$ cat config.mk
export PLATFORM = sky130hd
export DESIGN_NAME = ivr_ctrl
export DESIGN_NICKNAME = d
export VERILOG_FILES = /design/src/ivr_pkg.sv /design/src/ivr_seq_if.sv /design/src/ivr_ctrl.sv /design/src/ivr_seq.sv
export VERILOG_INCLUDE_DIRS = /design/src /design/src/src
export SDC_FILE = /design/constraint.sdc
export NUM_CORES = 1
export LEC_CHECK = 0
export BUFFER_PORTS_ARGS = -buffer_cell sky130_fd_sc_hd__buf_4
export CELL_PAD_IN_SITES_DETAIL_PLACEMENT = 1
export CELL_PAD_IN_SITES_GLOBAL_PLACEMENT = 2
export CORE_UTILIZATION = 24
export CTS_BUF_LIST = sky130_fd_sc_hd__clkbuf_2 sky130_fd_sc_hd__clkbuf_4 sky130_fd_sc_hd__clkbuf_8
export DETAILED_ROUTE_END_ITERATION = 8
export PLACE_DENSITY_LB_ADDON = 0.1
export SLEW_MARGIN = 20
export SYNTH_ARGS = -nofsm -noshare
export SYNTH_HDL_FRONTEND = slang
export SYNTH_HIERARCHICAL = 1
export SYNTH_SLANG_ARGS = --single-unit
$ cat constraint.sdc
create_clock -name aclk -period 2.3 [get_ports aclk]
set_clock_uncertainty 0.1 [all_clocks]
set_input_delay 0.46 -clock aclk [delete_from_list [all_inputs] [get_ports aclk]]
set_output_delay 0.46 -clock aclk [all_outputs]
set_load 0.05 [all_outputs]
$ cat src/ivr_regs.svh
// Offsets, fields, reset values and counts of the vector control block
`ifndef IVR_REGS_SVH
`define IVR_REGS_SVH

// Register byte offsets (word aligned)
`define IVR_GIC_OFFSET 8'h00
`define IVR_STATUS_OFFSET 8'h04

// General interrupt control fields
`define IVR_VCE_BIT 0
`define IVR_VSEL_BIT 1
`define IVR_EXT_IRQ2_ENABLE_BIT 5
`define IVR_EXT_IRQ0_ENABLE_BIT 6
`define IVR_EXT_IRQ1_ENABLE_BIT 7
`define IVR_GIC_RESET 8'h00

// Status register fields
`define IVR_ST_BLOCK_BIT 0
`define IVR_ST_ARMED_BIT 1
`define IVR_ST_HOLD_BIT 2
`define IVR_ST_LOCK_BIT 3
`define IVR_ST_BOOT_RESET_FUSE_BIT 4
`define IVR_ST_BASE_LSB 16

// Change window length in clock cycles
`define IVR_CHG_WINDOW 3'h4

// Boot section start word address per boot size fuse code
`define IVR_BOOT_START_00 12'hc00
`define IVR_BOOT_START_01 12'he00
`define IVR_BOOT_START_10 12'hf00
`define IVR_BOOT_START_11 12'hf80

// AXI responses
`define IVR_RESP_OKAY 2'h0
`define IVR_RESP_SLVERR 2'h2

`endif

$ cat src/ivr_pkg.sv
// Types of the vector control block
package ivr_pkg;

    // Sequencer states, Gray coded along idle -> armed -> hold
    typedef enum logic [1:0]
    {
        IVR_SEQ_IDLE = 2'b00,
        IVR_SEQ_ARMED = 2'b01,
        IVR_SEQ_HOLD = 2'b11
    } ivr_seq_state_type;

    // Complete state of the change sequencer
    typedef struct packed
    {
        ivr_seq_state_type state;
        logic [2:0] cnt;
    } ivr_seq_regs_type;

    // Complete state of the top-level block
    typedef struct packed
    {
        logic awready;
        logic wready;
        logic aw_got;
        logic w_got;
        logic [7:0] awaddr;
        logic [31:0] wdata;
        logic [3:0] wstrb;
        logic bvalid;
        logic [1:0] bresp;
        logic arready;
        logic rvalid;
        logic [31:0] rdata;
        logic [1:0] rresp;
        logic [7:0] gic;
        logic irq_block;
        logic [11:0] vector_addr;
        logic [11:0] reset_addr;
    } ivr_top_regs_type;

endpackage

$ cat src/ivr_seq_if.sv
// Register logic to change sequencer link
`timescale 1ns/1ps
interface ivr_seq_if;
    logic arm;        // Change enable written to one
    logic commit;     // Select written while armed
    logic instr_done; // CPU completed an instruction
    logic armed;      // Change window open
    logic holding;    // Waiting for the instruction after the commit
    logic next_block; // Next value of the sequence dispatch block

    modport ctrl (output arm, output commit, output instr_done,
                  input armed, input holding, input next_block);
    modport seq (input arm, input commit, input instr_done,
                 output armed, output holding, output next_block);
endinterface

$ cat src/ivr_ctrl.sv
// Interrupt vector relocation control with an AXI4-Lite register slave
`timescale 1ns/1ps
module ivr_ctrl
    import ivr_pkg::*;
#(
    parameter int IRQ_COUNT = 17 // Vector table entries, reset included
)
(
    input wire logic aclk,                 // CPU clock, 20 MHz
    input wire logic aresetn,              // Synchronous reset, active low
    input wire logic [7:0] s_axi_awaddr,   // Write address
    input wire logic [2:0] s_axi_awprot,   // Write protection, unused
    input wire logic s_axi_awvalid,        // Write address valid
    output logic s_axi_awready,            // Write address ready
    input wire logic [31:0] s_axi_wdata,   // Write data
    input wire logic [3:0] s_axi_wstrb,    // Write byte strobes
    input wire logic s_axi_wvalid,         // Write data valid
    output logic s_axi_wready,             // Write data ready
    output logic [1:0] s_axi_bresp,        // Write response
    output logic s_axi_bvalid,             // Write response valid
    input wire logic s_axi_bready,         // Write response ready
    input wire logic [7:0] s_axi_araddr,   // Read address
    input wire logic [2:0] s_axi_arprot,   // Read protection, unused
    input wire logic s_axi_arvalid,        // Read address valid
    output logic s_axi_arready,            // Read address ready
    output logic [31:0] s_axi_rdata,       // Read data
    output logic [1:0] s_axi_rresp,        // Read response
    output logic s_axi_rvalid,             // Read data valid
    input wire logic s_axi_rready,         // Read data ready
    input wire logic [1:0] boot_size_fuses, // Boot section size code
    input wire logic boot_reset_fuse,      // Zero when programmed
    input wire logic app_side_lock_bit,    // Zero when programmed
    input wire logic boot_side_lock_bit,   // Zero when programmed
    input wire logic exec_in_boot,         // CPU executing from boot section
    input wire logic instr_done,           // CPU finished an instruction
    input wire logic [4:0] irq_num,        // Table index of pending vector
    output logic vector_select,            // Vectors in boot section
    output logic ext_irq0_enable,          // External request 0 enable
    output logic ext_irq1_enable,          // External request 1 enable
    output logic ext_irq2_enable,          // External request 2 enable
    output logic irq_block,                // Interrupt dispatch blocked
    output logic [11:0] vector_addr,       // Word address of vector irq_num
    output logic [11:0] reset_addr         // Word address fetched after reset
);
`include "ivr_regs.svh"

    // Index port is five bits; index zero is reset
    if (IRQ_COUNT < 2 || IRQ_COUNT > 32)
    begin
        $error("IRQ_COUNT must lie between 2 and 32");
    end

    ivr_top_regs_type r;      // Current state
    ivr_top_regs_type next_r; // Next state
    ivr_seq_if sif();         // Link to the change sequencer
    logic do_arm;             // Arming write this cycle
    logic do_commit;          // Accepted select write this cycle
    logic next_lock;          // Lock based suppression, next cycle

    // Boot section start word address from the size fuses
    function automatic logic [11:0] boot_start(input logic [1:0] code);
        logic [11:0] a;
        a = `IVR_BOOT_START_00;
        if (code == 2'h1)
        begin
            a = `IVR_BOOT_START_01;
        end
        else if (code == 2'h2)
        begin
            a = `IVR_BOOT_START_10;
        end
        else if (code == 2'h3)
        begin
            a = `IVR_BOOT_START_11;
        end
        // Code zero is the 2K byte section at word C00
        return a;
    endfunction

    // Word-aligned compare of a byte address with a register offset
    function automatic logic hit(input logic [7:0] addr, input logic [7:0] offs);
        return addr[7:2] == offs[7:2];
    endfunction

    // Change sequencer: four cycle window and dispatch hold
    ivr_seq u_seq
    (
        .aclk(aclk),
        .aresetn(aresetn),
        .sif(sif)
    );

    assign sif.arm = do_arm;
    assign sif.commit = do_commit;
    assign sif.instr_done = instr_done;

    // Bus handshakes, register writes and derived outputs
    always_comb
    begin
        next_r = r;
        do_arm = 1'b0;
        do_commit = 1'b0;

        // Address and data may arrive in either order
        if (r.awready && s_axi_awvalid)
        begin
            next_r.aw_got = 1'b1;
            next_r.awaddr = s_axi_awaddr;
        end
        if (r.wready && s_axi_wvalid)
        begin
            next_r.w_got = 1'b1;
            next_r.wdata = s_axi_wdata;
            next_r.wstrb = s_axi_wstrb;
        end

        // Both halves held: perform the write and answer
        if (r.aw_got && r.w_got && !r.bvalid)
        begin
            next_r.aw_got = 1'b0;
            next_r.w_got = 1'b0;
            next_r.bvalid = 1'b1;
            next_r.bresp = `IVR_RESP_OKAY;
            if (hit(r.awaddr, `IVR_GIC_OFFSET))
            begin
                // All fields sit in byte lane zero
                if (r.wstrb[0])
                begin
                    next_r.gic[`IVR_EXT_IRQ2_ENABLE_BIT] = r.wdata[`IVR_EXT_IRQ2_ENABLE_BIT];
                    next_r.gic[`IVR_EXT_IRQ0_ENABLE_BIT] = r.wdata[`IVR_EXT_IRQ0_ENABLE_BIT];
                    next_r.gic[`IVR_EXT_IRQ1_ENABLE_BIT] = r.wdata[`IVR_EXT_IRQ1_ENABLE_BIT];
                    if (r.wdata[`IVR_VCE_BIT])
                    begin
                        // Writing one opens the change window
                        do_arm = 1'b1;
                    end
                    else if (sif.armed)
                    begin
                        // Select taken only inside the window
                        next_r.gic[`IVR_VSEL_BIT] = r.wdata[`IVR_VSEL_BIT];
                        do_commit = 1'b1;
                    end
                    // Outside the window the select write is dropped
                end
            end
            else if (hit(r.awaddr, `IVR_STATUS_OFFSET))
            begin
                // Status is read-only; writes are accepted and dropped
            end
            else
            begin
                next_r.bresp = `IVR_RESP_SLVERR;
            end
        end
        if (r.bvalid && s_axi_bready)
        begin
            next_r.bvalid = 1'b0;
        end
        // One write in flight: ready again once the answer is taken
        next_r.awready = !next_r.aw_got && !next_r.bvalid;
        next_r.wready = !next_r.w_got && !next_r.bvalid;

        // Lock bits suppress dispatch in the section without vectors
        next_lock = 1'b0;
        if (next_r.gic[`IVR_VSEL_BIT] && !app_side_lock_bit && !exec_in_boot)
        begin
            next_lock = 1'b1;
        end
        else if (!next_r.gic[`IVR_VSEL_BIT] && !boot_side_lock_bit && exec_in_boot)
        begin
            next_lock = 1'b1;
        end

        // Read channel: one read at a time, data one edge after address
        if (r.arready && s_axi_arvalid)
        begin
            next_r.rvalid = 1'b1;
            next_r.rdata = 32'h0000_0000;
            next_r.rresp = `IVR_RESP_OKAY;
            if (hit(s_axi_araddr, `IVR_GIC_OFFSET))
            begin
                next_r.rdata[7:0] = r.gic;
                // Enable bit reads back the live window state
                next_r.rdata[`IVR_VCE_BIT] = sif.armed;
            end
            else if (hit(s_axi_araddr, `IVR_STATUS_OFFSET))
            begin
                next_r.rdata[`IVR_ST_BLOCK_BIT] = r.irq_block;
                next_r.rdata[`IVR_ST_ARMED_BIT] = sif.armed;
                next_r.rdata[`IVR_ST_HOLD_BIT] = sif.holding;
                next_r.rdata[`IVR_ST_LOCK_BIT] = next_lock;
                next_r.rdata[`IVR_ST_BOOT_RESET_FUSE_BIT] = !boot_reset_fuse;
                next_r.rdata[`IVR_ST_BASE_LSB +: 12] = boot_start(boot_size_fuses);
            end
            else
            begin
                next_r.rresp = `IVR_RESP_SLVERR;
            end
        end
        if (r.rvalid && s_axi_rready)
        begin
            next_r.rvalid = 1'b0;
        end
        next_r.arready = !next_r.rvalid;

        // Separate block line; the CPU global enable flag is left alone
        next_r.irq_block = sif.next_block || next_lock;

        // Vector fetch address, relocated by the boot start
        if (next_r.gic[`IVR_VSEL_BIT])
        begin
            next_r.vector_addr = boot_start(boot_size_fuses) + {7'h00, irq_num};
        end
        else
        begin
            next_r.vector_addr = {7'h00, irq_num};
        end

        // Reset fetch address follows the boot reset fuse
        if (!boot_reset_fuse)
        begin
            next_r.reset_addr = boot_start(boot_size_fuses);
        end
        else
        begin
            next_r.reset_addr = 12'h000;
        end
    end

    // State register; reset clears every control bit
    always_ff @(posedge aclk)
    begin
        if (!aresetn)
        begin
            r <= '0;
            r.gic <= `IVR_GIC_RESET;
        end
        else
        begin
            r <= next_r;
        end
    end

    // Outputs straight from the state register
    assign s_axi_awready = r.awready;
    assign s_axi_wready = r.wready;
    assign s_axi_bvalid = r.bvalid;
    assign s_axi_bresp = r.bresp;
    assign s_axi_arready = r.arready;
    assign s_axi_rvalid = r.rvalid;
    assign s_axi_rdata = r.rdata;
    assign s_axi_rresp = r.rresp;
    assign vector_select = r.gic[`IVR_VSEL_BIT];
    assign ext_irq0_enable = r.gic[`IVR_EXT_IRQ0_ENABLE_BIT];
    assign ext_irq1_enable = r.gic[`IVR_EXT_IRQ1_ENABLE_BIT];
    assign ext_irq2_enable = r.gic[`IVR_EXT_IRQ2_ENABLE_BIT];
    assign irq_block = r.irq_block;
    assign vector_addr = r.vector_addr;
    assign reset_addr = r.reset_addr;
endmodule

$ cat src/ivr_seq.sv
// Timed unlock sequencer for relocating the interrupt vector table
`timescale 1ns/1ps
module ivr_seq
    import ivr_pkg::*;
(
    input wire logic aclk,    // CPU clock
    input wire logic aresetn, // Synchronous reset, active low
    ivr_seq_if.seq sif        // Sequence controls from the register logic
);
`include "ivr_regs.svh"

    ivr_seq_regs_type r;      // Current state
    ivr_seq_regs_type next_r; // Next state

    // Next state of the change window and the post-commit hold
    always_comb
    begin
        next_r = r;
        if (r.cnt != 3'h0)
        begin
            next_r.cnt = r.cnt - 3'h1;
        end
        case (r.state)
            IVR_SEQ_IDLE:
            begin
                if (sif.arm)
                begin
                    next_r.state = IVR_SEQ_ARMED;
                    next_r.cnt = `IVR_CHG_WINDOW;
                end
            end
            IVR_SEQ_ARMED:
            begin
                // Rewriting the enable restarts the window
                if (sif.arm)
                begin
                    next_r.cnt = `IVR_CHG_WINDOW;
                end
                else if (sif.commit)
                begin
                    // Select written: window closes at once
                    next_r.state = IVR_SEQ_HOLD;
                    next_r.cnt = 3'h0;
                end
                else if (r.cnt == 3'h1)
                begin
                    // Four cycles passed unused: close and release
                    next_r.state = IVR_SEQ_IDLE;
                end
            end
            IVR_SEQ_HOLD:
            begin
                // Dispatch stays blocked until the next instruction ends
                if (sif.arm)
                begin
                    next_r.state = IVR_SEQ_ARMED;
                    next_r.cnt = `IVR_CHG_WINDOW;
                end
                else if (sif.instr_done)
                begin
                    next_r.state = IVR_SEQ_IDLE;
                end
            end
            default:
            begin
                next_r.state = IVR_SEQ_IDLE;
                next_r.cnt = 3'h0;
            end
        endcase
    end

    // State register
    always_ff @(posedge aclk)
    begin
        if (!aresetn)
        begin
            r <= '{state: IVR_SEQ_IDLE, cnt: 3'h0};
        end
        else
        begin
            r <= next_r;
        end
    end

    assign sif.armed = (r.state == IVR_SEQ_ARMED);
    assign sif.holding = (r.state == IVR_SEQ_HOLD);
    // Block from the arming edge on
    assign sif.next_block = (next_r.state != IVR_SEQ_IDLE);
endmodule

==> results.sh <==
export IMPL_status="finished clean"
export IMPL_dp_hpwl_um=4375
export IMPL_clk_pin_slew_ns=0.10
export IMPL_core_area_um2=10370
export IMPL_max_cap_viol_count=0
export IMPL_wirelength_um=5778
export IMPL_via_count=1940
export IMPL_cp_data_arrival_time_ns=2.29
export IMPL_crit_type="register to register"
export IMPL_drt_first_pass_iters=4
export IMPL_synthSimpleGateAreaFrac=0.2285
export IMPL_max_freq_mhz=458.6
export IMPL_hold_violations=0
export IMPL_avgSynthCellArea_um2=8.862
export IMPL_mostFrequentLayoutCell="buf_4"
export IMPL_drv_slew=0
export IMPL_diodes=0
export IMPL_cts_root_buf="clkbuf_8"
export IMPL_ys_warn_count=6
export IMPL_min_from="irq_num[1]"
export IMPL_initial_core_util=0.2487
export IMPL_ioPinCount=147
export IMPL_intPower_uw=1504
export IMPL_relSlewSlack=0.6276
export IMPL_final_nets=422
export IMPL_power_per_cell_area_nw_per_um2=695.3
export IMPL_io_buffers=76
export IMPL_synthXorXnorAreaFrac=0.003396
export IMPL_synthToLayoutAreaGrowth_pct=21.69
export IMPL_layout_common_cells="83 x buf_4, 55 x dfxtp_1, 30 x conb_1, 26 x nand2_1, 24 x a21oi_1"
export IMPL_worstMarginPinSlew_ns=0.5573
export IMPL_ys_types=43
export IMPL_period_share=0.9480
export IMPL_p_seq_frac=0.486
export IMPL_fin_crit_ns=2.180
export IMPL_place_ws_ns=0.1131
export IMPL_final_cells=479
export IMPL_ant_nets=0
export IMPL_dp_cells=469
export IMPL_route_detailed_drc=0
export IMPL_synth_compound_area_share=0.08637
export IMPL_grt_pass1_wl_um=9294
export IMPL_synth_seq_cells=56
export IMPL_synth_async_reset_ratio=0
export IMPL_grt_use_total=0.1048
export IMPL_die_area_um2=11160
export IMPL_gp_congestion=0.7103
export IMPL_cp_end_kind="register"
export IMPL_combPwrFrac=0.217
export IMPL_cp_startpoint="u_seq/r[4]"
export IMPL_cts_hold_buffers=0
export IMPL_worst_ep_required_time_ns=2.41
export IMPL_cts_tree="done"
export IMPL_rsz0062_at_grt="no"
export IMPL_drtIter0Drc=19
export IMPL_clockBufferDepth=2
export IMPL_hp_class="input pin to register"
export IMPL_peakVddDrop_v=0.0002679
export IMPL_final_setup_viol_count=0
export IMPL_clk_latency_ns=0.31
export IMPL_r2r_start="u_seq/r[4]"
export IMPL_synth_mux_area_frac=0.03105
export IMPL_leakage_uw=0.001342
export IMPL_die_w_um=105.7
export IMPL_fin_tns_setup_ns=0
export IMPL_die_h_um=105.7
export IMPL_viasPerCell=4.050
export IMPL_sw_frac_of_total=0.3107
export IMPL_cts_num_sinks=56
export IMPL_synth_ff_type="dfxtp_1"
export IMPL_worstSetupStartpointType="register"
export IMPL_grt_max_degree=22
export IMPL_netlist_instances=291
export IMPL_overflow=0
export IMPL_wl_per_cell_um=12.06
export IMPL_path_max_fanout=5
export IMPL_p_sw_uw=678.0
export IMPL_syn_area_um2=2579
export IMPL_synthAdderAreaFrac=0.01456
export IMPL_antenna_found_initial=0
export IMPL_fin_ws_ns=0.1196
export IMPL_row_count=37
export IMPL_synth_edf_count=0
export IMPL_grt_pass1_vias=1852
export IMPL_synth_top_family_by_area="simple AND/OR/NAND/NOR gates"
export IMPL_drive_gt1_frac=0.3032
export IMPL_cts_made_buffers=5
export IMPL_holdWs_ns=0.2559
export IMPL_cts_htree_levels=2
export IMPL_pwr_share_clk=0.297
export IMPL_ys_seq_area_frac=0.4347
[critical path: stages, from the launching register on]
cell	delay (ns)
dfxtp_1	0.32
and2b_2	0.23
or4bb_4	0.54
nor4_4	0.31
buf_4	0.18
mux2i_1	0.17
buf_4	0.17
nor3_1	0.05
[cell families (layout without fill, tap and decap cells)]
group	after synthesis	after routing
AO/OA/AOI/OAI	37	37
XOR/XNOR	1	1
adder cells (fa/ha/maj)	3	3
buffers and inverters	77	100
flip-flops	56	56
multiplexers	8	8
other	1	30
AND/OR/NAND/NOR	108	108
[path summary, 6_finish.rpt]
kind / end / slack (ns) / depth (start not counted)
max: vector_addr[7] / 0.12 / 7
min: vector_addr[1] / 0.26 / 2
max reg2reg: vector_addr[7] / 0.12 / 7
min reg2reg: s_axi_rdata[5] / 0.36 / 2
[Yosys cell counts (2+ instances only)]
master,number,area (um2)
a22oi_1,3,22.52
clkbuf_1,8,30.03
nand3_1,16,80.08
nand3b_1,2,15.01
a21oi_1,24,120.1
ha_1,3,37.54
nor2_1,23,86.33
nor3_1,7,35.03
dfxtp_1,56,1121
and2_1,8,50.05
inv_1,7,26.28
nand2b_1,3,18.77
nand2_1,26,97.59
nor2b_1,2,12.51
buf_4,60,450.4
mux2i_1,8,80.08
and3_1,4,25.02
nor4_1,2,12.51
nor4_4,2,42.54
a21boi_1,2,15.01
nor3b_1,3,22.52
[routing by layer]
layer / track usage / routed length (um) / vias to the layer above
li1: - / - / 984
met1: 0.1319 / 2663 / 891
met2: 0.1709 / 2671 / 60
met3: 0.03154 / 371 / 5
met4: 0.03274 / 71 / 0
met5: 0 / 0 / -
[final cells by class]
| class | count | area, um2 |
|---|---|---|
| fill | 1259 | 7232 |
| sequential | 56 | 1125 |
| multi-input combinational | 187 | 1059 |
| timing repair buffer | 84 | 643.1 |
| tap | 136 | 170.2 |
| clock buffer | 5 | 68.82 |
| clock inverter | 3 | 42.54 |
| inverter | 8 | 30.03 |
[power by group through the flow]
stage	clock (uW)	sequential, uW	combinational, uW
floorplan	0	1090	391
global placement	0	1080	477
detailed placement	0	1090	477
CTS	693	1060	480
global route	727	1070	518
finish	649	1060	473
[through the flow]
step	area (um2)	power (uW)	util
floorplan	2688	1485	-
global placement	3000	1561	0.2893
detailed placement	3000	1563	0.2893
CTS	3112	2237	0.3001
global route	3138	2316	0.3026
finish	3138	2182	0.3026
[state kept, by name (all words and copies together), names as in the netlist, 4 cells and up]
signal and cells:
r 14, s_axi_rdata 12, vector_addr 9, u_seq/r 5, reset_addr 4
[what timing repair did]
item / 4_1_cts / 5_1_grt
buffers inserted: 0 / 2
hold endpoints to repair: 0 / 0
endpoints found under the setup margin: 0 / 1
gates resized for setup: 0 / 4
Power figures use the tool's default switching activity.
